--- config.mk ---
export PLATFORM = sky130hd
export DESIGN_NAME = ptmc_timer
export DESIGN_NICKNAME = d
export VERILOG_FILES = /design/src/pkg/ptmc_pkg.sv /design/src/ptmc_timer.sv
export SDC_FILE = /design/constraint.sdc
export NUM_CORES = 1
export LEC_CHECK = 0
export BUFFER_PORTS_ARGS = -buffer_cell sky130_fd_sc_hd__clkbuf_2
export CAP_MARGIN = 25
export CORE_ASPECT_RATIO = 1.4
export CORE_MARGIN = 1.5
export CORE_UTILIZATION = 50
export DETAILED_ROUTE_END_ITERATION = 8
export GPL_TIMING_DRIVEN = 0
export PLACE_DENSITY = 0.88
export SYNTH_ARGS = -nofsm -noshare
export SYNTH_HDL_FRONTEND = slang
export SYNTH_SLANG_ARGS = --single-unit
--- constraint.sdc ---
create_clock -name ref_clk -period 2.1 [get_ports ref_clk]
set_input_delay 0.42 -clock ref_clk [delete_from_list [all_inputs] [get_ports ref_clk]]
set_output_delay 0.42 -clock ref_clk [all_outputs]
set_load 0.02 [all_outputs]
--- src/pkg/ptmc_pkg.sv ---
// Register map, field positions and mode codes of the periodic timer control block.
package ptmc_pkg;

	localparam int CNT_W = 10;
	localparam logic [9:0] CNT_MAX = 10'h3ff;

	// Byte addresses of the registers on the AXI4-Lite slave.
	localparam logic [5:0] ADDR_RUN    = 6'h00;
	localparam logic [5:0] ADDR_MODE   = 6'h04;
	localparam logic [5:0] ADDR_CAPCLR = 6'h08;
	localparam logic [5:0] ADDR_CNTL   = 6'h0c;
	localparam logic [5:0] ADDR_CNTH   = 6'h10;
	localparam logic [5:0] ADDR_CMPAL  = 6'h14;
	localparam logic [5:0] ADDR_CMPAH  = 6'h18;
	localparam logic [5:0] ADDR_CMPBL  = 6'h1c;
	localparam logic [5:0] ADDR_CMPBH  = 6'h20;
	localparam logic [5:0] ADDR_PERL   = 6'h24;
	localparam logic [5:0] ADDR_PERH   = 6'h28;
	localparam logic [5:0] ADDR_FLAGS  = 6'h2c;

	// Field positions inside mode_output_control.
	localparam int MODE_HI = 7;
	localparam int MODE_LO = 6;
	localparam int PF_HI   = 5;
	localparam int PF_LO   = 4;
	localparam int OC_BIT  = 3;
	localparam int INV_BIT = 2;
	localparam int SRC_BIT = 1;
	localparam int CLA_BIT = 0;
	// Field positions inside capture_clear_control, run and flag registers.
	localparam int CC_HI   = 2;
	localparam int CC_LO   = 1;
	localparam int VLF_BIT = 0;
	localparam int RUN_BIT = 0;
	localparam int MAF_BIT = 0;
	localparam int MPF_BIT = 1;

	localparam logic [7:0] CTRL_RESET = 8'h00;

	typedef enum logic [1:0] {
		PTMC_COMPARE = 2'b00,
		PTMC_CAPTURE = 2'b01,
		PTMC_PWM     = 2'b10,
		PTMC_TIMER   = 2'b11
	} ptmc_mode_t;

	localparam logic [1:0] PF_00 = 2'b00;
	localparam logic [1:0] PF_01 = 2'b01;
	localparam logic [1:0] PF_10 = 2'b10;
	localparam logic [1:0] PF_11 = 2'b11;

endpackage : ptmc_pkg

--- src/ptmc_timer.sv ---
// Periodic timer control, capture and compare-match block with an AXI4-Lite register slave.
`timescale 1ns/1ps

module ptmc_timer #(
	parameter int CNT_W = ptmc_pkg::CNT_W
) (
	input  wire logic        ref_clk,
	input  wire logic        rstn,
	input  wire logic [5:0]  s_axi_awaddr,
	input  wire logic        s_axi_awvalid,
	output logic             s_axi_awready,
	input  wire logic [31:0] s_axi_wdata,
	input  wire logic [3:0]  s_axi_wstrb,
	input  wire logic        s_axi_wvalid,
	output logic             s_axi_wready,
	output logic [1:0]       s_axi_bresp,
	output logic             s_axi_bvalid,
	input  wire logic        s_axi_bready,
	input  wire logic [5:0]  s_axi_araddr,
	input  wire logic        s_axi_arvalid,
	output logic             s_axi_arready,
	output logic [31:0]      s_axi_rdata,
	output logic [1:0]       s_axi_rresp,
	output logic             s_axi_rvalid,
	input  wire logic        s_axi_rready,
	input  wire logic        capture_input_pin,
	input  wire logic        external_clock_pin,
	output logic             timer_output_pin,
	output logic             timer_output_oe
);

	// Comparators, byte lanes and the read mux are laid out for a ten-bit count only.
	if (CNT_W != ptmc_pkg::CNT_W) begin : g_cntWidthCheck
		$error("Counter width other than ten bits is not supported.");
	end

	////////////////////////////////////////////////////////////////////////////////
	// Register state.
	logic [7:0]  modeCtrl_reg;
	logic [1:0]  capClr_reg;
	logic        latchEdge_reg;
	logic        run_reg;
	logic        runDly_reg;
	logic [9:0]  cmpA_reg;
	logic [9:0]  cmpB_reg;
	logic [9:0]  period_reg;
	logic [9:0]  count_reg;
	logic        outLvl_reg;
	logic        flagA_reg;
	logic        flagP_reg;
	logic [2:0]  capSync_reg;
	logic        capPrev_reg;
	logic [5:0]  awAddr_reg;
	logic        awHave_reg;
	logic [31:0] wData_reg;
	logic [3:0]  wStrb_reg;
	logic        wHave_reg;

	////////////////////////////////////////////////////////////////////////////////
	// Field decode.
	wire ptmc_pkg::ptmc_mode_t mode = ptmc_pkg::ptmc_mode_t'(
		modeCtrl_reg[ptmc_pkg::MODE_HI:ptmc_pkg::MODE_LO]);
	wire [1:0] pinFunc   = modeCtrl_reg[ptmc_pkg::PF_HI:ptmc_pkg::PF_LO];
	wire       initLvl   = modeCtrl_reg[ptmc_pkg::OC_BIT];
	wire       invert    = modeCtrl_reg[ptmc_pkg::INV_BIT];
	wire       srcSel    = modeCtrl_reg[ptmc_pkg::SRC_BIT];
	wire       clearOnA  = modeCtrl_reg[ptmc_pkg::CLA_BIT];
	wire       isCompare = (mode == ptmc_pkg::PTMC_COMPARE) || (mode == ptmc_pkg::PTMC_TIMER);
	wire       isCapture = mode == ptmc_pkg::PTMC_CAPTURE;
	wire       isPwm     = mode == ptmc_pkg::PTMC_PWM;
	wire       runRise   = run_reg && !runDly_reg;

	////////////////////////////////////////////////////////////////////////////////
	// Capture input: three flops, a change counts once the last two agree.
	wire capRaw  = srcSel ? external_clock_pin : capture_input_pin;
	wire capStab = capSync_reg[2] == capSync_reg[1];
	wire capRise = capStab && capSync_reg[2] && !capPrev_reg;
	wire capFall = capStab && !capSync_reg[2] && capPrev_reg;

	// Capture routing by pin function and capture-clear code.
	wire capOff   = pinFunc == ptmc_pkg::PF_11;
	wire riseSel  = (pinFunc == ptmc_pkg::PF_00) || (pinFunc == ptmc_pkg::PF_10);
	wire fallSel  = (pinFunc == ptmc_pkg::PF_01) || (pinFunc == ptmc_pkg::PF_10);
	wire capRun   = isCapture && run_reg && !capOff;
	wire capRiseA = capRun && capRise && riseSel && (capClr_reg == ptmc_pkg::PF_00);
	wire capRiseB = capRun && capRise && riseSel && (capClr_reg != ptmc_pkg::PF_00);
	wire capFallA = capRun && capFall && fallSel;
	wire capAny   = capRiseA || capRiseB || capFallA;

	////////////////////////////////////////////////////////////////////////////////
	// Comparators and clear conditions.
	wire matchA   = run_reg && (count_reg == cmpA_reg) && (cmpA_reg != '0);
	wire matchP   = run_reg && (count_reg == period_reg) && (period_reg != '0);
	wire overflow = run_reg && (count_reg == ptmc_pkg::CNT_MAX);
	wire useA     = isCompare && clearOnA;
	wire edgeClr  = isCapture && run_reg && (
		((capClr_reg == ptmc_pkg::PF_01) && capRise) ||
		((capClr_reg == ptmc_pkg::PF_10) && capFall) ||
		((capClr_reg == ptmc_pkg::PF_11) && (capRise || capFall)));
	wire pulseEnd = isPwm && (pinFunc == ptmc_pkg::PF_11) && matchA;
	wire clrCnt   = useA ? matchA : (matchP || edgeClr || overflow);
	wire setFlagA = matchA && !isCapture;
	wire setFlagP = matchP && !useA;

	// Counter; it only runs while run is high and restarts from zero on a run rise.
	wire [9:0] countNext = runRise ? '0 :
		!run_reg ? count_reg :
		(clrCnt && !isPwm) || (isPwm && matchP) ? '0 :
		(isPwm && pinFunc == ptmc_pkg::PF_11 && matchA) ? count_reg :
		count_reg + 10'h001;

	// Compare-mode output level.
	wire cmpLvl = (pinFunc == ptmc_pkg::PF_01) ? 1'b0 :
		(pinFunc == ptmc_pkg::PF_10) ? 1'b1 :
		(pinFunc == ptmc_pkg::PF_11) ? !outLvl_reg : outLvl_reg;
	wire outNext = runRise ? initLvl :
		(mode == ptmc_pkg::PTMC_COMPARE && setFlagA) ? cmpLvl : outLvl_reg;

	// PWM / single pulse output: PWM (pin function 10) is active while count is below compare A, single pulse while run is high.
	wire pwmActive = (pinFunc == ptmc_pkg::PF_01) ||
		((pinFunc == ptmc_pkg::PF_10) && run_reg &&
		 ((count_reg < cmpA_reg) || (period_reg != '0 && cmpA_reg >= period_reg))) ||
		((pinFunc == ptmc_pkg::PF_11) && run_reg);
	wire pwmLvl   = pwmActive ? initLvl : !initLvl;
	wire pinPre   = isPwm ? pwmLvl : outLvl_reg;
	// The pin follows the output only in modes that drive it, so it never shows a level
	// while its enable is low; both leave through flops on the same edge.
	wire oeNext   = (mode != ptmc_pkg::PTMC_TIMER) && (mode != ptmc_pkg::PTMC_CAPTURE);
	wire pinNext  = oeNext ? (pinPre ^ invert) : 1'b0;

	////////////////////////////////////////////////////////////////////////////////
	// AXI4-Lite write path; address and data are taken in either order.
	wire awTake  = s_axi_awvalid && s_axi_awready;
	wire wTake   = s_axi_wvalid && s_axi_wready;
	wire doWrite = awHave_reg && wHave_reg && !s_axi_bvalid;
	wire [7:0] wb = wData_reg[7:0];
	wire wLane  = wStrb_reg[0];
	wire wrRun  = doWrite && wLane && (awAddr_reg == ptmc_pkg::ADDR_RUN);
	wire wrMode = doWrite && wLane && (awAddr_reg == ptmc_pkg::ADDR_MODE);
	wire wrCc   = doWrite && wLane && (awAddr_reg == ptmc_pkg::ADDR_CAPCLR);
	wire wrAL   = doWrite && wLane && (awAddr_reg == ptmc_pkg::ADDR_CMPAL);
	wire wrAH   = doWrite && wLane && (awAddr_reg == ptmc_pkg::ADDR_CMPAH);
	wire wrBL   = doWrite && wLane && (awAddr_reg == ptmc_pkg::ADDR_CMPBL);
	wire wrBH   = doWrite && wLane && (awAddr_reg == ptmc_pkg::ADDR_CMPBH);
	wire wrPL   = doWrite && wLane && (awAddr_reg == ptmc_pkg::ADDR_PERL);
	wire wrPH   = doWrite && wLane && (awAddr_reg == ptmc_pkg::ADDR_PERH);
	wire wrFlg  = doWrite && wLane && (awAddr_reg == ptmc_pkg::ADDR_FLAGS);
	wire wMapped = (awAddr_reg <= ptmc_pkg::ADDR_FLAGS) && (awAddr_reg[1:0] == 2'b00) &&
		(awAddr_reg != ptmc_pkg::ADDR_CNTL) && (awAddr_reg != ptmc_pkg::ADDR_CNTH);

	// Single pulse ends by dropping run on an A match; a software write in the same edge wins.
	wire runNext = wrRun ? wb[ptmc_pkg::RUN_BIT] : (pulseEnd ? 1'b0 : run_reg);

	// Flags are cleared by writing one; a hardware set in the same edge wins.
	wire flagANext = setFlagA || (flagA_reg && !(wrFlg && wb[ptmc_pkg::MAF_BIT]));
	wire flagPNext = setFlagP || (flagP_reg && !(wrFlg && wb[ptmc_pkg::MPF_BIT]));

	wire [9:0] cmpANext = capFallA || capRiseA ? count_reg :
		{wrAH ? wb[1:0] : cmpA_reg[9:8], wrAL ? wb : cmpA_reg[7:0]};
	wire [9:0] cmpBNext = capRiseB ? count_reg :
		{wrBH ? wb[1:0] : cmpB_reg[9:8], wrBL ? wb : cmpB_reg[7:0]};
	wire [9:0] periodNext = {wrPH ? wb[1:0] : period_reg[9:8], wrPL ? wb : period_reg[7:0]};

	////////////////////////////////////////////////////////////////////////////////
	// AXI4-Lite read path.
	wire [5:0] ra = s_axi_araddr;
	wire [7:0] rdByte =
		(ra == ptmc_pkg::ADDR_RUN)    ? {7'h00, run_reg} :
		(ra == ptmc_pkg::ADDR_MODE)   ? modeCtrl_reg :
		(ra == ptmc_pkg::ADDR_CAPCLR) ? {5'h00, capClr_reg, latchEdge_reg} :
		(ra == ptmc_pkg::ADDR_CNTL)   ? count_reg[7:0] :
		(ra == ptmc_pkg::ADDR_CNTH)   ? {6'h00, count_reg[9:8]} :
		(ra == ptmc_pkg::ADDR_CMPAL)  ? cmpA_reg[7:0] :
		(ra == ptmc_pkg::ADDR_CMPAH)  ? {6'h00, cmpA_reg[9:8]} :
		(ra == ptmc_pkg::ADDR_CMPBL)  ? cmpB_reg[7:0] :
		(ra == ptmc_pkg::ADDR_CMPBH)  ? {6'h00, cmpB_reg[9:8]} :
		(ra == ptmc_pkg::ADDR_PERL)   ? period_reg[7:0] :
		(ra == ptmc_pkg::ADDR_PERH)   ? {6'h00, period_reg[9:8]} :
		(ra == ptmc_pkg::ADDR_FLAGS)  ? {6'h00, flagP_reg, flagA_reg} : 8'h00;
	wire rMapped = (ra <= ptmc_pkg::ADDR_FLAGS) && (ra[1:0] == 2'b00);
	wire arTake  = s_axi_arvalid && s_axi_arready;

	assign s_axi_awready = !awHave_reg && !s_axi_bvalid;
	assign s_axi_wready  = !wHave_reg && !s_axi_bvalid;
	assign s_axi_arready = !s_axi_rvalid;

	////////////////////////////////////////////////////////////////////////////////
	// Bus handshake state.
	always_ff @(posedge ref_clk or negedge rstn) begin
		if (!rstn) begin
			awHave_reg <= 1'b0;
			wHave_reg  <= 1'b0;
			awAddr_reg <= 6'h00;
			wData_reg  <= 32'h00000000;
			wStrb_reg  <= 4'h0;
		end else begin
			if (awTake) begin
				awAddr_reg <= s_axi_awaddr;
			end
			if (wTake) begin
				wData_reg <= s_axi_wdata;
				wStrb_reg <= s_axi_wstrb;
			end
			awHave_reg <= doWrite ? 1'b0 : (awHave_reg || awTake);
			wHave_reg  <= doWrite ? 1'b0 : (wHave_reg || wTake);
		end
	end

	always_ff @(posedge ref_clk or negedge rstn) begin
		if (!rstn) begin
			s_axi_bvalid <= 1'b0;
			s_axi_bresp  <= 2'b00;
		end else if (doWrite) begin
			s_axi_bvalid <= 1'b1;
			s_axi_bresp  <= wMapped ? 2'b00 : 2'b10;
		end else if (s_axi_bready) begin
			s_axi_bvalid <= 1'b0;
		end
	end

	always_ff @(posedge ref_clk or negedge rstn) begin
		if (!rstn) begin
			s_axi_rvalid <= 1'b0;
			s_axi_rdata  <= 32'h00000000;
			s_axi_rresp  <= 2'b00;
		end else if (arTake) begin
			s_axi_rvalid <= 1'b1;
			s_axi_rdata  <= {24'h000000, rdByte};
			s_axi_rresp  <= rMapped ? 2'b00 : 2'b10;
		end else if (s_axi_rready) begin
			s_axi_rvalid <= 1'b0;
		end
	end

	////////////////////////////////////////////////////////////////////////////////
	// Control registers and timer core.
	always_ff @(posedge ref_clk or negedge rstn) begin
		if (!rstn) begin
			modeCtrl_reg <= ptmc_pkg::CTRL_RESET;
			capClr_reg   <= 2'b00;
			run_reg      <= 1'b0;
			runDly_reg   <= 1'b0;
		end else begin
			if (wrMode) begin
				modeCtrl_reg <= wb;
			end
			if (wrCc) begin
				capClr_reg <= wb[ptmc_pkg::CC_HI:ptmc_pkg::CC_LO];
			end
			run_reg    <= runNext;
			runDly_reg <= run_reg;
		end
	end

	always_ff @(posedge ref_clk or negedge rstn) begin
		if (!rstn) begin
			count_reg <= 10'h000;
		end else begin
			count_reg <= countNext;
		end
	end

	always_ff @(posedge ref_clk or negedge rstn) begin
		if (!rstn) begin
			cmpA_reg <= 10'h000;
		end else begin
			cmpA_reg <= cmpANext;
		end
	end

	always_ff @(posedge ref_clk or negedge rstn) begin
		if (!rstn) begin
			cmpB_reg <= 10'h000;
		end else begin
			cmpB_reg <= cmpBNext;
		end
	end

	always_ff @(posedge ref_clk or negedge rstn) begin
		if (!rstn) begin
			period_reg <= 10'h000;
		end else begin
			period_reg <= periodNext;
		end
	end

	always_ff @(posedge ref_clk or negedge rstn) begin
		if (!rstn) begin
			outLvl_reg <= 1'b0;
		end else begin
			outLvl_reg <= outNext;
		end
	end

	always_ff @(posedge ref_clk or negedge rstn) begin
		if (!rstn) begin
			timer_output_pin <= 1'b0;
		end else begin
			timer_output_pin <= pinNext;
		end
	end

	always_ff @(posedge ref_clk or negedge rstn) begin
		if (!rstn) begin
			timer_output_oe <= 1'b0;
		end else begin
			timer_output_oe <= oeNext;
		end
	end

	always_ff @(posedge ref_clk or negedge rstn) begin
		if (!rstn) begin
			flagA_reg <= 1'b0;
		end else begin
			flagA_reg <= flagANext;
		end
	end

	always_ff @(posedge ref_clk or negedge rstn) begin
		if (!rstn) begin
			flagP_reg <= 1'b0;
		end else begin
			flagP_reg <= flagPNext;
		end
	end

	// The first stage is read only by the second, so a metastable level never fans out.
	always_ff @(posedge ref_clk or negedge rstn) begin
		if (!rstn) begin
			capSync_reg <= 3'b000;
		end else begin
			capSync_reg <= {capSync_reg[1:0], capRaw};
		end
	end

	always_ff @(posedge ref_clk or negedge rstn) begin
		if (!rstn) begin
			capPrev_reg <= 1'b0;
		end else if (capStab) begin
			capPrev_reg <= capSync_reg[2];
		end
	end

	always_ff @(posedge ref_clk or negedge rstn) begin
		if (!rstn) begin
			latchEdge_reg <= 1'b0;
		end else if (capAny) begin
			latchEdge_reg <= capRiseA || capRiseB;
		end
	end

endmodule : ptmc_timer

==> After elaboration in Yosys (flattened, before gate mapping) <==
Index checks and enable logic that the tools add are counted.
{ "op_classes": {"n_addsub": 1, "magnitude_cmp": 4, "eq_ne": 38, "muxes": 42, "n_bitwise": 1, "reduce_logical": 117} }
{ "ops": {"columns": ["op", "n"], "rows": [
  ["$mux 8", 12],
  ["$logic_and 1x1->1", 61],
  ["$mux 10", 6],
  ["$eq 6x6->1 const B", 8],
  ["$eq 6x5->1 const B", 7],
  ["$eq 10x10->1", 2],
  ["$reduce_bool 10->1", 2],
  ["$reduce_bool 2->1", 10],
  ["$logic_or 1x1->1", 19],
  ["$eq 6x4->1 const B", 3],
  ["$mux 1", 18],
  ["$logic_not 1->1", 15],
  ["$eq 2x2->1 const B", 6],
  ["$eq 6x3->1 const B", 2],
  ["$le 6x6->1 const B", 2],
  ["$logic_not 6->1", 2],
  ["$mux 2", 6],
  ["$add 10x1->10 const B", 1],
  ["$eq 10x10->1 const B", 1],
  ["$ge 10x10->1", 1],
  ["$logic_not 2->1", 5],
  ["$lt 10x10->1", 1],
  ["$eq 2x1->1 const B", 3],
  ["$ne 6x4->1 const B", 1],
  ["8 further kinds", 9]
]} }
{ "word_totals": {"register_bits": 93, "inputBits": 57, "elab_cells": 232} }

==> Logic depth before layout (Yosys ltp) <==
Gate-level depths: netlist of the first run.
{ "depth": {"ltp_word": 15, "ltp_mapped": 9, "mapped_depth_nobuf": 8} }

==> Worst setup path after synthesis of the first run <==
OpenSTA, ideal clock, no wires.
{ "synth_path": {"path_type": "reg-to-reg", "from": "reg count_reg[5]", "to": "reg timer_output_pin", "setup_ns": 0.079, "arrival_time_ns": 1.998, "required_time_ns": 2.021, "setup_slack_ns": 0.022, "stages_incl_launch_ff": 8, "n_path_buf": 0, "cell_sequence": "dfrtp_1 -> ha_1 -> a21oi_1 -> o21ai_0 -> a2111o_1 -> and4b_1 -> a221oi_1 -> mux2i_1"} }
{ "synth_between": {"elab_chain_cells": 9} }
{ "synth_lines": {"columns": ["element", "line", "source"], "rows": [
  ["start: declaration", "ptmc_timer.sv:47", "logic [9:0] count_reg;"],
  ["start signal: assignment", "ptmc_timer.sv:259", "count_reg <= countNext;"],
  ["$lt 10x10->1", "ptmc_timer.sv:122", "((count_reg < cmpA_reg) || (period_reg != '0 && cmpA_reg >= period_reg))) ||"],
  ["$logic_or 1x1->1", "ptmc_timer.sv:122", null],
  ["$logic_and 1x1->1", "ptmc_timer.sv:121", "((pinFunc == ptmc_pkg::PF_10) && run_reg &&"],
  ["$logic_or 1x1->1", "ptmc_timer.sv:120", "wire pwmActive = (pinFunc == ptmc_pkg::PF_01) ||"],
  ["$logic_or 1x1->1", "ptmc_timer.sv:122", null],
  ["$mux 1", "ptmc_timer.sv:124", "wire pwmLvl = pwmActive ? initLvl : !initLvl;"],
  ["$mux 1", "ptmc_timer.sv:125", "wire pinPre = isPwm ? pwmLvl : outLvl_reg;"],
  ["$xor 1x1->1", "ptmc_timer.sv:129", "wire pinNext = oeNext ? (pinPre ^ invert) : 1'b0;"],
  ["$mux 1", "ptmc_timer.sv:129", null],
  ["net pinNext", "ptmc_timer.sv:129", null],
  ["end signal: assignment", "ptmc_timer.sv:299", "timer_output_pin <= pinNext;"],
  ["end: declaration", "ptmc_timer.sv:28", "output logic timer_output_pin,"]
]} }
The timed path passes the listed nets, and every way through them passes these cells.
A chain may end at the register's enable or synchronous reset.

==> Final worst setup path of the first run <==
{ "layout_path": {"from": "reg cmpA_reg[8]", "to": "reg timer_output_pin"} }
{ "layout_between": {"elab_chain_cells": 10, "elab_cells_between_ends": 11, "classes_between": "2 x order compare; 3 x mux; 1 x bitwise; 5 x reduce/logical"} }
{ "layout_lines": {"columns": ["element", "line", "source"], "rows": [
  ["start: declaration", "ptmc_timer.sv:44", "logic [9:0] cmpA_reg;"],
  ["start signal: assignment", "ptmc_timer.sv:267", "cmpA_reg <= cmpANext;"],
  ["$ge 10x10->1", "ptmc_timer.sv:122", null],
  ["$logic_and 1x1->1", "ptmc_timer.sv:122", null],
  ["$logic_or 1x1->1 *", "ptmc_timer.sv:122", null],
  ["$logic_and 1x1->1 *", "ptmc_timer.sv:121", null],
  ["$logic_or 1x1->1 *", "ptmc_timer.sv:120", null],
  ["$logic_or 1x1->1 *", "ptmc_timer.sv:122", null],
  ["$mux 1 *", "ptmc_timer.sv:124", null],
  ["$mux 1 *", "ptmc_timer.sv:125", null],
  ["$xor 1x1->1 *", "ptmc_timer.sv:129", null],
  ["$mux 1 *", "ptmc_timer.sv:129", null],
  ["net pinNext", "ptmc_timer.sv:129", null]
]} }
The timed path passes the listed nets; every way through them passes the cells marked *.

==> flow_summary.yaml, run 1 <==
floorplanning:
  rows: 45
  die_w_um: 91.4
  core_area_um2: 10800
  die_y_um: 127
  initial_core_util: 0.509
  dieArea_um2: 11600
  io_pins: 100
clocking:
  cts_buffers: 9
  cts_tree: "built"
  cts_sinks: 91
  cts_max_level: 3
  clk_latency_ns: 0.35
  path_clk_slew_ns: 0.06
  root_buffer: "clkbuf_16"
  clockBufferDepth: 2
  cts_hold_buf: 0
routing:
  drtPass1Iterations: 5
  drt_iter0_markers: 456
  finalWirelength_mm: 16.1
  vias: 4841
  avgViaCountPerCell: 6.00
  routedWlPerCell_um: 19.9
  drt_drc_violations_left: 0
  antenna_left: 0
power_and_ir_drop:
  ir_worst_vdd_uv: 837
  p_sw_frac: 0.411
  p_int_w: 0.00514
  seq_power_share: 0.340
  p_sw_w: 0.00358
  combPwrFrac: 0.471
  power.density_nw_per_um2: 1260
  p_leak_nw: 3.37
  clockPowerShare: 0.189
  finalPower_w: 0.00873
timing:
  slew-limit-headroom: 0.387
  tightest_slew_ns: 0.907
  hold_ws_ns: -0.00503
  layout_min_cycle_time_ns: 2.24
  skew_ns: 0.00641
  finalHoldViolCount: 9
  drv_slew: 0
  rsz0062_at_grt: "yes"
  fmax_mhz: 447
  setup_violations: 10
  setup_ws_ns: -0.137
  period_share: 1.07
finish:
  diodes: 0
  layout.cells.non_filler: 807
  area_growth_pct: 27.0
  drive_gt1_frac: 0.362
  utilization: 0.647
  nNetsFinal: 750
critical_path:
  reg2reg_to: "timer_output_pin"
  crit_chain: "inv_2, ha_4, o21ai_0, nor2_1, a2111o_1, and4b_1, a221oi_2, mux2i_1"
  reg2regPathDepth: 8
  cp-end-kind: "register"
  crit_path_start: "cmpA_reg[8]"
  rrSetupSlack_ns: -0.14
  rr_startpoint: "cmpA_reg[8]"
  start_kind: "register"
  crit_end: "timer_output_pin"
  cp.required_ns: 2.37
  arrival_ns: 2.51
  cp_max_fo: 3
  critPathSlowestCell: "dfrtp_2"
  max_stage_delay_ns: 0.43
  crit_type: "register to register"
global_route:
  grt_pass1_wl_mm: 23.6
  grt_max_degree: 71
  antenna_found_initial: 0
  grt_pass1_vias: 4743
  grt_usage: 0.267
  overflow: 0
synthesis:
  synth_edf_count: 0
  synth_top_area_share: 0.416
  synth_area_leaders: "dfrtp_1, mux2_2, ha_1"
  yosys-top-cells-count: "dfrtp_1, nand2_1, o21ai_0, mux2_2"
  synth-seq-area-share: 0.416
  ys_ff_latch: 91
  ys_async_sr_fraction: 1.00
  ys_types: 59
  ys.warnings.count: 0
  synth_most_common_cell: "dfrtp_1"
  synth_ff_type: "dfrtp_1"
  syn_area_um2: 5470
  synth_top_area_cell: "dfrtp_1"
  syn_avg_cell_area_um2: 10.0
  syn_inst: 547
placement:
  place_congestion: 0.991
  dp_cells: 759
  io_buffers: 45
  dp_hpwl_mm: 10.8
hold_path:
  hold_class: "primary input to async pin"
outcome:
  status: "complete, but fails checks"
  violations: "negative hold slack, negative setup slack"
flow_run:
  maxCapViolCount: 0
==> power by group through the flow <==
stage / clock (W) / sequential, W / combinational (W)
3_3_place_gp: 0 / 0.00292 / 0.00272
5_1_grt: 0.00172 / 0.00301 / 0.00440
6_report: 0.00165 / 0.00297 / 0.00411
3_5_place_dp: 0 / 0.00296 / 0.00286
2_1_floorplan: 0 / 0.00276 / 0.00206
4_1_cts: 0.00166 / 0.00291 / 0.00334
==> cells in the final DEF, fill, tap and decap left out, types with 3 or more instances in the layout <==
master / Yosys / final
o22ai_1: 5 / 5
nand2b_1: 6 / 6
clkbuf_2: 1 / 46
and3_1: 6 / 6
dfrtp_1: 91 / 77
dfrtp_2: 0 / 14
nor4_2: 0 / 6
a211oi_1: 7 / 5
nand2_1: 54 / 53
clkbuf_1: 11 / 7
nor2b_1: 3 / 3
o21ai_0: 40 / 39
or2_2: 3 / 3
ha_1: 31 / 20
a21oi_1: 18 / 16
buf_4: 26 / 56
inv_1: 35 / 30
buf_2: 8 / 8
and2_1: 3 / 3
nand4_1: 10 / 10
o21ai_1: 3 / 4
clkbuf_16: 0 / 9
nand3_1: 10 / 8
a21o_1: 3 / 3
mux2i_1: 35 / 35
buf_6: 0 / 3
clkbuf_8: 0 / 4
mux2_2: 37 / 36
xor2_1: 17 / 16
ha_4: 0 / 9
conb_1: 1 / 26
clkinvlp_4: 0 / 3
nor2_1: 24 / 22
a31oi_1: 4 / 4
inv_2: 0 / 4
==> cells by family (layout without fill, tap and decap cells) <==
family / count (synthesis) / after routing / share of synthesized area
flops: 91 / 91 / 0.416
mux: 74 / 74 / 0.148
xor+xnor: 19 / 19 / 0.0304
compound gates: 101 / 101 / 0.117
other cells: 1 / 26 / 0.000685
fa+ha+maj: 31 / 31 / 0.0709
buf+inv: 82 / 176 / 0.0761
simple gates: 148 / 148 / 0.141
==> worst max-delay path, delay by kind of cell (launching register included) <==
| kind | cells | cell delay (ns) |
|---|---|---|
| mux | 1 | 0.22 |
| buf+inv | 1 | 0.08 |
| compound gates | 3 | 0.90 |
| simple gates | 2 | 0.32 |
| flops | 1 | 0.43 |
| fa+ha+maj | 1 | 0.21 |
==> worst min-delay path by stage <==
stage / endpoint / depth (start not counted)
floorplan: awAddr_reg[0] / 0
global placement: capSync_reg[1] / 0
detailed placement: capSync_reg[1] / 0
CTS: capPrev_reg / 1
global route: capSync_reg[0] / 1
finish: capPrev_reg / 1
==> repair_timing <==
action	4_1_cts	5_1_grt
resized for setup	42	41
endpoints found under the setup margin	41	59
pin swaps	10	22
setup buffers	17	16
==> per-stage QoR <==
step | TNS, ns | area (um^2) | setup WS, ns
2_1_floorplan | 0 | 5570 | 0.0221
3_3_place_gp | -37.00 | 5970 | -0.375
3_5_place_dp | -6.58 | 6000 | -0.339
4_1_cts | -0.303 | 6600 | -0.0901
5_1_grt | -1.94 | 6950 | -0.188
6_report | -0.469 | 6950 | -0.137
==> layer usage <==
| layer | track usage | part of all wire |
|---|---|---|
| met1 | 0.279 | 0.35 |
| met3 | 0.0384 | 0.066 |
| met4 | 0.201 | 0.078 |
| met2 | 0.480 | 0.51 |
| met5 | 0 | 0 |
==> cell type report <==
class,instances,area [um^2]
fill,805,3800
clock inverter,5,62.6
sequential,91,2290
multi-input combinational,399,3220
buffer,47,317
tap,141,176
inverter,35,135
clock buffer,10,239
timing repair buffer,79,514
Power figures use the tool's default switching activity.
==> inputs of run 2 (changes only) <==
--- a/config.mk
+++ b/config.mk
@@ -5,6 +5,7 @@
 export SDC_FILE = /design/constraint.sdc
 export NUM_CORES = 1
 export LEC_CHECK = 0
+export ABC_CLOCK_PERIOD_IN_PS = 2900
 export BUFFER_PORTS_ARGS = -buffer_cell sky130_fd_sc_hd__clkbuf_2
 export CAP_MARGIN = 25
 export CORE_ASPECT_RATIO = 1.4
@@ -12,7 +13,8 @@
 export CORE_UTILIZATION = 50
 export DETAILED_ROUTE_END_ITERATION = 8
 export GPL_TIMING_DRIVEN = 0
-export PLACE_DENSITY = 0.88
+export PLACE_DENSITY = 0.85
+export SETUP_SLACK_MARGIN = 0.1
 export SYNTH_ARGS = -nofsm -noshare
 export SYNTH_HDL_FRONTEND = slang
 export SYNTH_SLANG_ARGS = --single-unit
==> constraint.sdc (replaced) <==
create_clock -name ref_clk -period 2.9 [get_ports ref_clk]
set_input_delay 0.58 -clock ref_clk [delete_from_list [all_inputs] [get_ports ref_clk]]
set_output_delay 0.58 -clock ref_clk [all_outputs]
set_load 0.02 [all_outputs]
==> run 2 against run 1 <==
The flow now finishes without violations; critical path depth is 1 lower; power shrank 38%; worst setup slack better by 0.53 ns; die area did not move; count of clock-buffer cells in the layout grew 1; first-iteration DRC count decreased by 14%; flip-flop and latch count unchanged; critical endpoint is now count_reg[7]; largest power group is now registers.
==> flow_summary.yaml, run 2 (synthesized netlist as in run 1, its figures left out) <==
outcome:
  status: "finished, final reports clean"
timing:
  period_share: 0.863
  slew-limit-headroom: 0.312
  tightest_slew_ns: 1.02
  layout_min_cycle_time_ns: 2.50
  setup_violations: 0
  skew_ns: 0.00773
  tns_ns: 0
  setup_ws_ns: 0.397
  rsz0062_at_grt: "no"
  fmax_mhz: 400
  drv_slew: 0
  finalHoldViolCount: 0
floorplanning:
  rows: 45
  die_w_um: 91.4
  initial_core_util: 0.509
  io_pins: 100
  dieArea_um2: 11600
  die_y_um: 127
  core_area_um2: 10800
placement:
  io_buffers: 45
  place_congestion: 0.999
  post-place-ws_ns: 0.386
  dp_hpwl_mm: 10.6
  place_area_um2: 6000
routing:
  drt_drc_violations_left: 0
  avgViaCountPerCell: 5.79
  drt_iter0_markers: 391
  antenna_left: 0
  drtPass1Iterations: 5
  routedWlPerCell_um: 17.8
  vias: 4489
  finalWirelength_mm: 13.8
clocking:
  clockBufferDepth: 2
  cts-resized-gates: 0
  cts_buffers: 9
  cts_tree: "built"
  path_clk_slew_ns: 0.07
  root_buffer: "clkbuf_16"
  post_cts_buffers: 0
  cts_max_level: 3
  cts_hold_buf: 0
  clk_latency_ns: 0.35
  cts_sinks: 91
critical_path:
  start_kind: "register"
  rr_startpoint: "count_reg[5]"
  cp-end-kind: "register"
  reg2regPathDepth: 7
  arrival_ns: 2.72
  crit_chain: "ha_1, nand4_1, nor3_1, a311oi_1, nand3_1, xor2_1, nor2_1"
  crit_type: "register to register"
  reg2reg_to: "count_reg[7]"
  critPathSlowestCell: "a311oi_1"
  cp.required_ns: 3.12
  cp_max_fo: 7
  rrSetupSlack_ns: 0.40
  max_stage_delay_ns: 0.77
power_and_ir_drop:
  seq_power_share: 0.395
  combPwrFrac: 0.381
  finalPower_w: 0.00544
  power.density_nw_per_um2: 862
  p_leak_nw: 3.17
  clockPowerShare: 0.225
  p_int_w: 0.00328
  p_sw_w: 0.00216
  p_sw_frac: 0.396
  ir_worst_vdd_uv: 684
global_route:
  grt_pass1_vias: 4447
  grt_usage: 0.252
  grt_max_degree: 62
  overflow: 0
  grt_pass1_wl_mm: 22.4
  antenna_found_initial: 0
hold_path:
  hold_class: "primary input to async pin"
finish:
  final_cell_mix: "dfrtp_1, nand2_1, clkbuf_2"
  utilization: 0.587
  drive_gt1_frac: 0.235
  final_cell_area_um2: 6310
  area_growth_pct: 15.3
  diodes: 0
  nNetsFinal: 717
  layout_commonest_cell: "dfrtp_1"
flow_run:
  maxCapViolCount: 0
run 2: through the flow:
stage | instances | hold slack (ns)
floorplan | 572 | 0.284
global placement | 758 | 0.334
detailed placement | 759 | 0.336
CTS | 775 | 0.210
global route | 775 | 0.239
finish | 775 | 0.209
run 2: critical path: cells and delay by family, from the launching register on:
family,cells,cell delay [ns]
XOR/XNOR,1,0.21
flip-flops,1,0.55
AO/OA/AOI/OAI,1,0.77
AND/OR/NAND/NOR,4,0.49
adder cells (fa/ha/maj),1,0.34
run 2: how the worst max path moves through the flow:
stage	cells past startpoint	from	slack, ns	to
floorplan	7	count_reg[5]	0.82	timer_output_pin
global placement	1	rstn	0.27	s_axi_rdata[6]
detailed placement	6	s_axi_araddr[5]	0.39	s_axi_rdata[5]
CTS	7	count_reg[5]	0.47	timer_output_pin
global route	8	period_reg[5]	0.16	timer_output_pin
finish	7	count_reg[5]	0.40	count_reg[7]
run 2: final cells by class:
class,instances,area (um^2)
flip-flops and latches,91,2280
repair buffers,46,255
multi-input cells,399,2870
fillers,879,4440
well taps,141,176
inverters,35,131
plain buffers,47,285
clock inverters,5,60.1
clock buffers,11,253
run 2: metal layers:
metal,track usage,vias up,wire (um)
met5,0,-,0
met4,0.183,0,943
met3,0.0474,59,864
met2,0.432,208,6940
met1,0.276,2159,5040
li1,-,2063,-
run 2: power by group through the flow:
stage	sequential (W)	combinational, W	clock [W]
final	0.00215	0.00207	0.00122
after global routing	0.00219	0.00232	0.00128
after CTS	0.00213	0.00207	0.00124
after detailed placement	0.00215	0.00206	0
after global placement	0.00212	0.00196	0
after floorplan	0.00200	0.00149	0
